`src/rtl/lec_pkg.sv`:
```
// Package for the lane and gain control bank: offsets, field positions, reset values and carriers.
// Assumes a simple byte-wide register port from the serial management interface on the same clock.
package lec_pkg;

   // Register offsets.
   localparam logic [7:0] LEC_LANE_CTRL_OFF   = 8'h13;
   localparam logic [7:0] LEC_RX_GAIN_OFF     = 8'h20;
   localparam logic [7:0] LEC_UP_GAIN_OFF     = 8'h21;

   // Lane control field positions.
   localparam int LEC_SNOOP_OFF_BIT  = 7;
   localparam int LEC_RSVD_BIT       = 6;
   localparam int LEC_ROUTE_HI       = 5;
   localparam int LEC_ROUTE_LO       = 4;
   localparam int LEC_LANE_OFF_HI    = 3;

   // Gain field positions.
   localparam int LEC_RX1_LO         = 0;
   localparam int LEC_RX2_LO         = 4;
   localparam int LEC_GAIN_W         = 4;

   // Position of the gain source select in the general control register.
   localparam int LEC_GAIN_SRC_BIT   = 4;

   // Writable mask of the lane control register; bit 6 is reserved.
   localparam logic [7:0] LEC_LANE_WMASK = 8'hBF;
   localparam logic [7:0] LEC_UP_WMASK   = 8'h0F;

   // Reset values.
   localparam logic [7:0] LEC_LANE_CTRL_RST = 8'h00;
   localparam logic [7:0] LEC_RX_GAIN_RST   = 8'h00;
   localparam logic [7:0] LEC_UP_GAIN_RST   = 8'h00;

   // Sideband route force encodings.
   typedef enum logic [1:0] {
      LEC_ROUTE_AUTO  = 2'b00,
      LEC_ROUTE_NORM  = 2'b01,
      LEC_ROUTE_SWAP  = 2'b10,
      LEC_ROUTE_OPEN  = 2'b11
   } lec_route_e;

   // Register port request.
   typedef struct packed {
      logic       wr;
      logic [7:0] addr;
      logic [7:0] wdata;
   } lec_req_s;

   // Sideband switch controls: each bit closes one path.
   typedef struct packed {
      logic auxn_to_sb1;
      logic auxp_to_sb2;
      logic auxn_to_sb2;
      logic auxp_to_sb1;
   } lec_sb_s;

endpackage : lec_pkg

```
`src/rtl/lec_sync2.sv`:
```
// Two flip-flop synchroniser for a bus of pin levels.
// Assumes the inputs are asynchronous to clk.
`timescale 1ns/1ps
module lec_sync2
   import lec_pkg::*;
#(
   parameter int W = 1
) (
   // Clock and reset
   input  wire logic         clk,
   input  wire logic         rst,
   // Data
   input  wire logic [W-1:0] d,
   output logic      [W-1:0] q
);

   logic [W-1:0] meta_reg;

   always_ff @(posedge clk or posedge rst) begin
      if (rst) begin
         meta_reg <= '0;
         q        <= '0;
      end else begin
         meta_reg <= d;
         q        <= meta_reg;
      end
   end

endmodule : lec_sync2

```
`src/rtl/lec_regs.sv`:
```
// Lane enable, sideband route and receiver gain control bank.
// Assumes a byte-wide register port on clk and strap, select and snoop inputs from other logic or pins.
`timescale 1ns/1ps

// Operation
// - Bit 7 set stops AUX snooping; clear enables it; resets clear.
// - Route 00 follows function and orientation select; 11 leaves AUX open.
// - Route 01 connects AUX negative to sideband 1, positive to sideband 2.
// - Route 10 connects AUX negative to sideband 2, positive to sideband 1.
// - Routes 01 and 10 pass AUX regardless of function and orientation select.
// - With snooping off, bits 3:0 directly enable or disable lanes 3 to 0.
// - With snooping on, lane bits are stored but do not affect lanes.
// - Lane bit 0 enables, 1 disables; all reset to 0.
// - First receiver gain sits at bits 3:0 of the gain register.
// - Second receiver gain sits at bits 7:4 of the gain register.
// - Gain source clear: gain fields read back sampled strap values.
// - Gain source set: written gain fields drive receiver gains.
// - Gain register at offset 0x20 resets to zero.
// - Lane control register at offset 0x13 resets to zero.
// - With snooping on, counts 1, 2 and 4 enable that many low lanes; any other count enables none.
// - Gain source control bit 4 selects strap or register gains.
module lec_regs
   import lec_pkg::*;
(
   // Clock and reset
   input  wire logic       clk,
   input  wire logic       rst,
   // Register port
   input  wire lec_req_s   req,
   input  wire logic       req_valid,
   output logic      [7:0] rdata,
   output logic            addr_hit,
   // General control register value from the neighbouring bank
   input  wire logic [7:0] gen_ctrl,
   // Selects and straps
   input  wire logic       function_select_video_bit,
   input  wire logic       orientation_select,
   input  wire logic [1:0] usb_gain_strap_pins,
   input  wire logic [1:0] up_gain_strap_pins,
   // Snooped lane count
   input  wire logic [4:0] snoop_lane_count,
   // Block controls
   output logic      [3:0] video_lane_on,
   output lec_sb_s         sideband_sw,
   output logic      [3:0] rx1_gain_level,
   output logic      [3:0] rx2_gain_level,
   output logic      [3:0] up_gain_level
);

   logic [7:0] lane_ctrl_reg;
   logic [7:0] rx_gain_reg;
   logic [7:0] up_gain_reg;
   logic [1:0] strap_rx_q;
   logic [1:0] strap_up_q;
   logic [3:0] rx1_next;
   logic [3:0] rx2_next;
   logic [3:0] up_next;
   logic [3:0] lane_on_next;
   lec_sb_s    sb_next;

   // Strap pins come from outside the clock domain.
   lec_sync2 #(.W(2)) u_sync_rx (
      .clk (clk),
      .rst (rst),
      .d   (usb_gain_strap_pins),
      .q   (strap_rx_q)
   );

   lec_sync2 #(.W(2)) u_sync_up (
      .clk (clk),
      .rst (rst),
      .d   (up_gain_strap_pins),
      .q   (strap_up_q)
   );

   // Decode.
   wire        wr_lane     = req_valid & req.wr & (req.addr == LEC_LANE_CTRL_OFF);
   wire        wr_rx       = req_valid & req.wr & (req.addr == LEC_RX_GAIN_OFF);
   wire        wr_up       = req_valid & req.wr & (req.addr == LEC_UP_GAIN_OFF);
   wire        gain_from_registers = gen_ctrl[LEC_GAIN_SRC_BIT];
   wire        snoop_off   = lane_ctrl_reg[LEC_SNOOP_OFF_BIT];
   wire [1:0]  route_raw   = lane_ctrl_reg[LEC_ROUTE_HI:LEC_ROUTE_LO];
   wire [3:0]  lane_off    = lane_ctrl_reg[LEC_LANE_OFF_HI:0];
   wire [3:0]  strap_gain  = {2'b00, strap_rx_q};
   wire [3:0]  strap_upg   = {2'b00, strap_up_q};

   assign addr_hit = (req.addr == LEC_LANE_CTRL_OFF) | (req.addr == LEC_RX_GAIN_OFF) |
                     (req.addr == LEC_UP_GAIN_OFF);

   // Gain fields: straps while the source is clear, software values when set.
   // While straps rule, the register keeps tracking them, so a later switch starts from the strap value.
   assign rx1_next = !gain_from_registers ? strap_gain :
                     wr_rx ? req.wdata[LEC_RX1_LO +: LEC_GAIN_W] :
                     rx_gain_reg[LEC_RX1_LO +: LEC_GAIN_W];
   assign rx2_next = !gain_from_registers ? strap_gain :
                     wr_rx ? req.wdata[LEC_RX2_LO +: LEC_GAIN_W] :
                     rx_gain_reg[LEC_RX2_LO +: LEC_GAIN_W];
   assign up_next  = !gain_from_registers ? strap_upg :
                     wr_up ? (req.wdata[3:0] & LEC_UP_WMASK[3:0]) : up_gain_reg[3:0];

   // Lane enables: snooped count when snooping, disable bits otherwise.
   always_comb begin
      lane_on_next = 4'h0;
      if (snoop_off) begin
         lane_on_next = ~lane_off;
      end else begin
         case (snoop_lane_count)
            5'h01:   lane_on_next = 4'h1;
            5'h02:   lane_on_next = 4'h3;
            5'h04:   lane_on_next = 4'hF;
            default: lane_on_next = 4'h0;
         endcase
      end
   end

   // Sideband switch matrix.
   always_comb begin
      sb_next = '0;
      case (lec_route_e'(route_raw))
         LEC_ROUTE_AUTO: begin
            if (function_select_video_bit) begin
               sb_next.auxn_to_sb1 = ~orientation_select;
               sb_next.auxp_to_sb2 = ~orientation_select;
               sb_next.auxn_to_sb2 = orientation_select;
               sb_next.auxp_to_sb1 = orientation_select;
            end
         end
         LEC_ROUTE_NORM: begin
            sb_next.auxn_to_sb1 = 1'b1;
            sb_next.auxp_to_sb2 = 1'b1;
         end
         LEC_ROUTE_SWAP: begin
            sb_next.auxn_to_sb2 = 1'b1;
            sb_next.auxp_to_sb1 = 1'b1;
         end
         LEC_ROUTE_OPEN: sb_next = '0;
         default:        sb_next = '0;
      endcase
   end

   // Registers.
   always_ff @(posedge clk or posedge rst) begin
      if (rst) begin
         lane_ctrl_reg <= LEC_LANE_CTRL_RST;
         rx_gain_reg   <= LEC_RX_GAIN_RST;
         up_gain_reg   <= LEC_UP_GAIN_RST;
      end else begin
         if (wr_lane) begin
            lane_ctrl_reg <= req.wdata & LEC_LANE_WMASK;
         end
         rx_gain_reg <= {rx2_next, rx1_next};
         up_gain_reg <= {4'h0, up_next};
      end
   end

   // Outputs held in flip-flops.
   always_ff @(posedge clk or posedge rst) begin
      if (rst) begin
         video_lane_on  <= 4'h0;
         sideband_sw    <= '0;
         rx1_gain_level <= 4'h0;
         rx2_gain_level <= 4'h0;
         up_gain_level  <= 4'h0;
      end else begin
         video_lane_on  <= lane_on_next;
         sideband_sw    <= sb_next;
         rx1_gain_level <= rx_gain_reg[LEC_RX1_LO +: LEC_GAIN_W];
         rx2_gain_level <= rx_gain_reg[LEC_RX2_LO +: LEC_GAIN_W];
         up_gain_level  <= up_gain_reg[3:0];
      end
   end

   // Read mux; unmapped offsets read zero.
   always_comb begin
      rdata = 8'h00;
      case (req.addr)
         LEC_LANE_CTRL_OFF: rdata = lane_ctrl_reg & LEC_LANE_WMASK;
         LEC_RX_GAIN_OFF:   rdata = rx_gain_reg;
         LEC_UP_GAIN_OFF:   rdata = up_gain_reg;
         default:           rdata = 8'h00;
      endcase
   end

endmodule : lec_regs

```
`config.mk`:
```
export PLATFORM = sky130hd
export DESIGN_NAME = lec_regs
export DESIGN_NICKNAME = d
export VERILOG_FILES = /design/src/rtl/lec_pkg.sv /design/src/rtl/lec_sync2.sv /design/src/rtl/lec_regs.sv
export SDC_FILE = /design/constraint.sdc
export NUM_CORES = 1
export LEC_CHECK = 0
export BUFFER_PORTS_ARGS = -buffer_cell sky130_fd_sc_hd__buf_2
export CAP_MARGIN = 20
export CORE_ASPECT_RATIO = 0.8
export CORE_MARGIN = 2
export CORE_UTILIZATION = 40
export CTS_CLUSTER_SIZE = 30
export DETAILED_ROUTE_END_ITERATION = 6
export GPL_ROUTABILITY_DRIVEN = 0
export PLACE_DENSITY = 0.68
export SKIP_LAST_GASP = 1
export SLEW_MARGIN = 40
export SYNTH_ARGS = -nofsm -noshare
export SYNTH_HDL_FRONTEND = slang
export SYNTH_SLANG_ARGS = --single-unit
```
`constraint.sdc`:
```
create_clock -name clk -period 2.1 [get_ports clk]
set_input_delay 0.105 -clock clk [delete_from_list [all_inputs] [get_ports clk]]
set_output_delay 0.105 -clock clk [all_outputs]
set_load 0.02 [all_outputs]
```
After elaboration in Yosys (flattened, before gate mapping)
Index checks and enable logic that the tools add are counted.
{"block": "word_totals", "output_inout_bits": 29, "ff_bits": 47, "inputBits": 39}
{"block": "classes", "reduce_logical": 1, "eq_ne": 10, "n_bitwise": 8, "mux": 12}
{"op": "4-bit two-way mux", "count": 8}
{"op": "8-bit one-hot mux with 3 select lines", "count": 1}
{"op": "8-bit by 6-bit == test with 1-bit output, second input constant", "count": 2}
{"op": "4-bit one-hot mux with 3 select lines", "count": 1}
{"op": "8-bit by 5-bit == test with 1-bit output, second input constant", "count": 1}
{"op": "2-bit one-hot mux with 2 select lines", "count": 2}
{"op": "5-bit by 1-bit == test with 1-bit output, second input constant", "count": 1}
{"op": "5-bit by 2-bit == test with 1-bit output, second input constant", "count": 1}
{"op": "5-bit by 3-bit == test with 1-bit output, second input constant", "count": 1}
{"op": "1-bit bitwise AND", "count": 4}
{"op": "2-bit by 1-bit != test with 1-bit output, second input constant", "count": 2}
{"op": "4-bit NOT", "count": 1}
{"op": "2-bit by 1-bit == test with 1-bit output, second input constant", "count": 1}
{"op": "2-bit == test, second input constant", "count": 1}
{"op": "2-bit zero test", "count": 1}
{"op": "1-bit OR", "count": 2}
{"op": "1-bit NOT", "count": 1}

Depth between registers and ports, before layout
Gate-level depths: netlist (run 1).
{"block": "logic_depth", "word_depth": 4, "depth_mapped": 6, "mapped_depth_nobuf": 4}

Hierarchy
Synthesis (run 1) repeated with hierarchy kept, for this count alone.
{"block": "hier_totals", "hier_cells": 150, "area_unflattened_um2": 1831.8}
{"mod": "lec_regs", "n_inst": 1, "area_each_um2": 1624.1, "cells_each": 140}
{"mod": "lec_sync2", "n_inst": 2, "area_each_um2": 103.8, "cells_each": 5}

Worst setup path before layout (run 1)
Ideal clock, no wire load.
{"block": "synth_path", "kind": "in2reg", "startpoint": "input port req[15] (netlist name)", "endpoint": "register up_gain_reg[0]", "arrival_ns": 1.641, "cell_stages": 6, "path_buffers": 2, "path_slack_ns": 0.323, "cell_sequence": "or4_1 -> buf_2 -> or4_1 -> clkbuf_1 -> mux2i_1 -> a21oi_1"}
{"block": "synth_via", "elab_chain_len": 3}
{"element": "start, declared", "line": "lec_regs.sv:29", "text": "input wire lec_req_s req,"}
{"element": "8-bit by 6-bit == test with 1-bit output", "line": "lec_regs.sv:79", "text": "wire wr_up = req_valid & req.wr & (req.addr == LEC_UP_GAIN_OFF);"}
{"element": "1-bit bitwise AND", "line": "lec_regs.sv:79"}
{"element": "2-bit by 1-bit != test with 1-bit output (no line)"}
{"element": "end signal, assigned", "line": "lec_regs.sv:152", "text": "up_gain_reg <= {4'h0, up_next};"}
{"element": "end, declared", "line": "lec_regs.sv:52", "text": "logic [7:0] up_gain_reg;"}
Every way passes these cells.
A chain may end at the register's enable or synchronous reset.

Final worst setup path (run 1)
{"block": "layout_path", "startpoint": "input port req[15] (netlist name)", "endpoint": "output port rdata[1]"}
{"block": "layout_via", "elab_chain_len": 2}
{"element": "8-bit by 6-bit == test with 1-bit output or 8-bit by 5-bit == test with 1-bit output (tied branches)", "line": "lec_regs.sv:176", "text": "case (req.addr)"}
{"element": "8-bit one-hot mux with 3 select lines (*)", "line": "lec_regs.sv:176"}
{"element": "end, declared", "line": "lec_regs.sv:31", "text": "output logic [7:0] rdata,"}
Mark *: on every way between the ends. The rest lies on a longest branch, timed or not.

==> impl_results.md, run 1 <==
- Routed vias: ~1200
- Sw frac: ~23%
- Final critical-path share of the clock period: between 80% and 90%
- Switching power of the nets: approximately 400 µW
- CP Launch Type: input port
- Max-slew violation count: 0
- Commonest non-fill, non-tap cell in the layout: buf_2
- Post-synth top area cell: dfrtp_1
- Int Power: 1350 µW
- # nets final: between 200 and 250
- Seq cells post-synth: 45
- Sequential area share after synthesis: about 65%
- Reg-to-reg endpoint: video_lane_on[0]
- Worst VDD drop: 0.4477 mV
- F_max: between 0.5 and 0.6 GHz
- All-layer global routing usage: between 10% and 20%
- FF-to-FF setup slack: approximately 1.2 ns
- First-pass GRT wire length: between 5000 and 6000 µm
- Clk_lat worst skew: roughly 0.30 ns
- Reg-to-Reg Start: lane_ctrl_reg[7]
- Unrepaired setup endpoints after global routing: no
- Fillers: approximately 370
- Initial Util: between 40% and 50%
- Area of the multi-input gates: 538.0 µm²
- Syn_nets: approximately 170
- CP Class: input port to output port
- Post-route ant nets: 0
- Vias in the first global route: 1144
- CTS tree: yes
- Post-Syn Area: around 0.0017 mm²
- Min-delay src: req[7]
- Drt pass-1 iters: 4
- Critical Path RT: roughly 2 ns
- Die area: 0.004848 mm²
- Final Power: around 1700 µW
- Post-DP HPWL: between 2000 and 2500 µm
- Number of remaining DRC errors: 0
- Final min period: ~1.8 ns
- ANT cells: 0
- CP Launch Point: req[15]
- Worst-path maximum fanout: 8
- Worst Tran Pin Value: 0.5384 ns
- Hold Path Class: input port to flip-flop
- Syn_area_per_cell: between 10 and 15 µm²
- Most frequent cells in the layout: buf_2 (60), dfrtp_1 (45), mux2i_1 (12)
- Hold path endpoint: lane_ctrl_reg[7]
- # rows: 21
- # port buffers: 60
- WL/cell: between 10 and 15 µm
- Reg2Reg Depth: 3
- PwrDens: 766.2 mW/mm²
- Synth unique cells: 26
- GR Overflow Total: 0
- Layout cell share with drive strength beyond 1: a little over two fifths
- CTS root buffer: clkbuf_8
- Clock transition at path regs: 0.08 ns
- Sequential Power Share: 52.8%
- CTS sink cnt: 45
- Gate Count Post-Synth: around 130
- Largest net degree at the start of global routing: 46
- Post-CTS Setup Bufs: 0
- Ports: between 60 and 70
- Sum Neg Setup Slack: 0 ns
- Die X-Extent: approximately 77 µm
- Final Skew: between 0.007 and 0.008 ns
- Max_slew headroom: around 64%
- Initial antenna violation count: 0
- Setup violators final: 0
- TritonCTS Buffers: 5
- Clk buf depth: 2
- Leakage: 0.001187 µW
- Reg area: ~0.0011 mm²
- Vias per cell: 4.757
- Final core utilization: 54.82%
- H-tree depth: 2
- Final hold vios: 0
- Synth area leaders: dfrtp_1 (65%), mux2i_1 (7.0%), mux2_2 (4.6%), a21oi_1 (2.3%), a222oi_1 (2.3%)
- Crit. End Element: output port
- Top cell type's share of synthesized area: approximately 65%
- Total routed wirelength: 3527 µm
- Chip height: between 60 and 70 µm
- Worst Hold Depth: 2
- WP data arrival: 1.67 ns
- Core ar.: around 0.0042 mm²
- Yosys warns: 0
- Clk pwr share: between 30% and 40%
- Status: completed
- DRT iter0 DRCs: 57
- Max reg flops: 8
- Area Growth Syn to Fin: 32.19%
- Gate power share: roughly 8.4%
- Max cap viols: 0
==> logic make-up (layout without fill, tap and decap cells) <==
group,after synthesis,in the layout,synth area share [%]
AO/OA/AOI/OAI,21,21,8.067
XOR/XNOR,2,2,1.018
buffers and inverters,13,86,3.343
flip-flops,45,45,65.41
multiplexers,19,19,11.56
AND/OR/NAND/NOR,29,29,10.61
==> worst max-delay path by stage <==
| stage | to | slack [ns] | cells after the start |
|---|---|---|---|
| 2_1_floorplan | up_gain_reg[0] | 0.32 | 6 |
| 3_3_place_gp | up_gain_reg[0] | 0.26 | 5 |
| 3_5_place_dp | up_gain_reg[1] | 0.24 | 5 |
| 4_1_cts | rdata[1] | 0.32 | 8 |
| 5_1_grt | rdata[1] | 0.22 | 8 |
| 6_report | rdata[1] | 0.33 | 8 |
==> cell type report <==
class / count / share of cell area, %
clock inverters: 2 / 1.649
flip-flops and latches: 45 / 49.48
clock buffers: 6 / 3.628
multi-input cells: 71 / 23.64
inverters: 8 / 1.429
repair buffers: 70 / 17.04
well taps: 57 / 3.134
==> metrics by stage <==
step / instances / hold WS, ns / setup slack (ns) / instance area, µm²
5_1_grt: 259 / 0.04866 / 0.2180 / 2276
2_1_floorplan: 129 / 0.1364 / 0.3230 / 1722
6_report: 259 / 0.05447 / 0.3263 / 2276
4_1_cts: 259 / 0.05083 / 0.3183 / 2276
3_3_place_gp: 246 / 0.2126 / 0.2578 / 2103
3_5_place_dp: 246 / 0.1956 / 0.2404 / 2106
==> Yosys cell counts <==
cell,number
a22o_1,3
nand2_1,1
a222oi_1,4
mux2i_1,12
nor2_1,7
dfrtp_1,45
nand3b_1,1
inv_1,8
clkbuf_1,2
or4_1,2
and2_1,1
buf_4,2
nand3_2,1
o211ai_1,1
nand3_1,2
nor3_1,4
nor4_4,1
nor2b_1,6
mux2_2,7
xor2_1,2
or3_1,1
o21ai_0,5
a21oi_1,8
buf_2,1
nor3_2,1
or3b_2,1
==> power by group through the flow <==
stage / combinational [µW] / clock (µW) / sequential [µW]
final: 146 / 676 / 921
after global routing: 162 / 738 / 926
after CTS: 148 / 695 / 922
after detailed placement: 141 / 0 / 939
after global placement: 136 / 0 / 937
after floorplan: 55.4 / 0 / 955
==> per-layer routing <==
metal	wire (µm)	global-route usage (%)	vias to the layer above
li1	-	-	598
met1	1577	19.54	586
met2	1656	23.91	42
met3	239	6.647	6
met4	55	6.027	0
met5	0	0	-
==> worst max-delay path, stage by stage <==
cell,delay [ns]
buf_2,0.09
or4_1,0.54
buf_4,0.18
nor3_2,0.20
buf_4,0.20
a222oi_1,0.12
inv_1,0.07
buf_2,0.15
==> what timing repair did <==
| action | 4_1_cts | 5_1_grt |
|---|---|---|
| hold buffers | 5 | 0 |
| hold endpoints to repair | 49 | 0 |
| gates resized for setup | 0 | 0 |
Note: power is estimated with default switching activity, not from simulation.
==> run 2: changes to the inputs <==
- ABC_AREA: unset -> 1
- PLACE_DENSITY: 0.68 -> 0.67
- clock period: 2.1 -> 1.66 ns (I/O delays scaled with it)
==> impl_results.md, run 2 <==
- F_max: 0.7692 GHz
- Die X-Extent: 81.07 µm (was 77.35 µm)
- Final Skew: 0.007452 ns (was 0.007543 ns)
- Crit. End Element: output port (unchanged)
- Max_slew headroom: 55.37% (was 64.10%)
- Final hold vios: 0 (unchanged)
- Final Power: 2126 µW (was 1744 µW)
- H-tree depth: 2 (unchanged)
- Initial Util: 41.59% (was 41.47%)
- Vias per cell: 4.551 (was 4.757)
- Layout cell share with drive strength beyond 1: 33.45% (was 42.08%)
- Number of remaining DRC errors: 0 (unchanged)
- CTS tree: yes (unchanged)
- Worst-path maximum fanout: 5 (was 8)
- Post-synth EDFFs: 0 (unchanged)
- Drt pass-1 iters: 4 (unchanged)
- Clk_lat worst skew: 0.29 ns (was 0.30 ns)
- CP Class: flip-flop to output port (was input port to output port)
- Switching power of the nets: 514.9 µW (was 393.7 µW)
- WL/cell: 11.21 µm (was 13.62 µm)
- Setup violators final: 0 (unchanged)
- Worst-path cell chain: inv_1, o21ai_0, buf_2 (was buf_2, or4_1, buf_4, nor3_2, buf_4, a222oi_1, inv_1, buf_2)
- Gate Count Post-Synth: 211 (was 129)
- Final critical-path share of the clock period: between 70% and 80%
- Post-synth top cells: nand2_1 (67), dfrtp_1 (45), inv_1 (28), nand3_1 (25) (was dfrtp_1 (45), mux2i_1 (12), a21oi_1 (8), inv_1 (8))
- Bufs and invs on worst path: 2 (was 5)
- Synth unique cells: 19 (was 26)
- Fillers: 442 (was 374)
- Worst Hold Depth: 3 (was 2)
- Syn_area_per_cell: 9.007 µm² (was 13.35 µm²)
- Status: completed (unchanged)
- FFs w/ async S/R, synth: 100.0% (unchanged)
- Max-slew violation count: 0 (unchanged)
- Dpl cells: 328 (was 246)
- Total routed wirelength: 3822 µm (was 3527 µm)
- Final core utilization: 52.98% (was 54.82%)
- # rows: 22 (was 21)
- Largest net degree at the start of global routing: 29 (was 46)
- Sw frac: 24.22% (was 22.58%)
- Sequential Power Share: 55.1% (was 52.8%)
- # nets final: 319 (was 240)
- Initial antenna violation count: 0 (unchanged)
- Commonest non-fill, non-tap cell in the layout: nand2_1 (was buf_2)
- GR Overflow Total: 0 (unchanged)
- Routed vias: 1552 (was 1232)
- Top-count cell post-synth: nand2_1 (was dfrtp_1)
- Crit path max-delay family: flip-flops (was simple AND/OR/NAND/NOR gates)
- Unrepaired setup endpoints after global routing: no (unchanged)
- Critical Path RT: 1.58 ns (was 2.00 ns)
- Most frequent cells in the layout: nand2_1 (67), buf_2 (60), dfrtp_1 (45) (was buf_2 (60), dfrtp_1 (45), mux2i_1 (12))
- Synth area leaders: dfrtp_1 (59%), nand2_1 (13%), nand3_1 (6.6%), inv_1 (5.5%), o21ai_2 (3.2%) (was dfrtp_1 (65%), mux2i_1 (7.0%), mux2_2 (4.6%), a21oi_1 (2.3%), a222oi_1 (2.3%))
- Final min period: about 1.3 ns
- Gate power share: 10.7% (was 8.4%)
- Post-CTS Setup Bufs: 0 (unchanged)
- Worst VDD drop: 0.5221 mV (was 0.4477 mV)
- Sequential area share after synthesis: 59.25% (was 65.41%)
- Reg area: 0.001126 mm² (unchanged)
- Fin cells: 341 (was 259)
- First-pass GRT wire length: 6417 µm (was 5589 µm)
- Reg2Reg Depth: 3 (unchanged)
- ANT cells: 0 (unchanged)
- Yosys warns: 0 (unchanged)
- TritonCTS Buffers: 5 (unchanged)
- CP peak stage delay: 0.41 ns (was 0.54 ns)
- Clk pwr share: 34.2% (was 38.8%)
- WP data arrival: 1.22 ns (was 1.67 ns)
- Clk buf depth: 2 (unchanged)
- Post-Syn Area: 0.001901 mm² (was 0.001722 mm²)
- Post-route ant nets: 0 (unchanged)
- Crit path depth: 3 (was 8)
- Top FF cell, synth: dfrtp_1 (unchanged)
- CTS root buffer: clkbuf_8 (unchanged)
- Max cap viols: 0 (unchanged)
- Syn_nets: 250 (was 168)
- Post-DP HPWL: 2935 µm (was 2467 µm)
- # port buffers: 60 (unchanged)
- Ports: 68 (unchanged)
- Crit path max-delay cell type: dfrtp_1 (was or4_1)
- Vias in the first global route: 1452 (was 1144)
- Post-synth top area cell: dfrtp_1 (unchanged)
- Hold Path Class: input port to flip-flop (unchanged)
- Area of the multi-input gates: 616.8 µm² (was 538.0 µm²)
- Area Growth Syn to Fin: 27.39% (was 32.19%)
- CP Launch Type: flip-flop (was input port)
- Core ar.: 0.004569 mm² (was 0.004151 mm²)
- Int Power: 1611 µW (was 1350 µW)
- Worst Tran Pin Value: 0.6653 ns (was 0.5384 ns)
- Leakage: 0.001420 µW (was 0.001187 µW)
- Chip height: 65.66 µm (was 62.68 µm)
- Clock transition at path regs: 0.08 ns (about the same)
- PwrDens: 878.0 mW/mm² (was 766.2 mW/mm²)
- Die area: 0.005322 mm² (was 0.004848 mm²)
- Max reg flops: 8 (unchanged)
- Hold_ws: 0.03888 ns (was 0.05447 ns)
- DRT iter0 DRCs: 69 (was 57)
- Top cell type's share of synthesized area: 59.25% (was 65.41%)
- All-layer global routing usage: 16.18% (was 15.55%)
- CTS sink cnt: 45 (unchanged)
- Seq cells post-synth: 45 (unchanged)
- Sum Neg Setup Slack: 0 ns (unchanged)
[run 2: cell types whose count changed after synthesis, moves of 7 or more]
cell / before / now
nand2_2: 0 / 7
o21ai_2: 0 / 7
mux2i_1: 12 / 0
nand2_1: 1 / 67
mux2_2: 7 / 0
inv_1: 8 / 28
nand3_1: 2 / 25
[run 2: per-stage QoR]
step           setup slack [ns]  cell area (µm²)
2_1_floorplan            0.5176             1901
3_3_place_gp             0.3884             2270
3_5_place_dp             0.3683             2270
4_1_cts                  0.3598             2421
5_1_grt                  0.2574             2421
6_report                 0.3599             2421
[run 2: path summary, 6_finish.rpt]
path,startpoint,to,slack [ns]
setup / recovery,lane_ctrl_reg[7],rdata[7],0.36
hold / removal,req[2],lane_ctrl_reg[2],0.04
setup reg to reg,lane_ctrl_reg[7],video_lane_on[0],0.74
hold reg to reg,u_sync_up.meta_reg[0],u_sync_up.q[0],0.35
max in group asynchronous,rst,lane_ctrl_reg[3],0.81
min in group asynchronous,rst,u_sync_rx.meta_reg[0],0.34
[run 2: worst reg2reg max path: stages (launching register included)]
cell and delay (ns):
dfrtp_1 0.41, inv_1 0.11, or2_2 0.28, nand2_1 0.07
[run 2: logic make-up (layout without fill, tap and decap cells)]
kind of cell,count (synthesis),in the layout,share of synthesized area [%]
buffers and inverters,38,108,8.295
flip-flops,45,45,59.25
AND/OR/NAND/NOR,111,111,26.47
AO/OA/AOI/OAI,17,17,5.991
[run 2: power by group through the flow]
stage	logic (µW)	clock network [µW]	registers, µW
5_1_grt	258	794	1180
4_1_cts	232	751	1170
2_1_floorplan	102	0	1220
6_report	228	726	1170
3_3_place_gp	218	0	1190
3_5_place_dp	223	0	1190
[run 2: timing repair]
action,CTS,global route
endpoints found under the hold margin,21,0
hold buffers,5,0
gates resized for setup,0,0
[run 2: final cells by class]
type	instances	share of cell area (%)
clock buffers	7	3.979
well taps	60	3.101
inverters	33	5.116
flip-flops and latches	45	46.51
clock inverters	1	0.2067
repair buffers	67	15.61
multi-input cells	128	25.48
[run 2: routing by layer]
metal	wire (µm)	global-route usage, %	share of wire [%]
met2	1702	25.00	45
met5	0	0	0
met4	51	5.720	1.3
met3	289	4.670	7.6
met1	1778	21.75	47
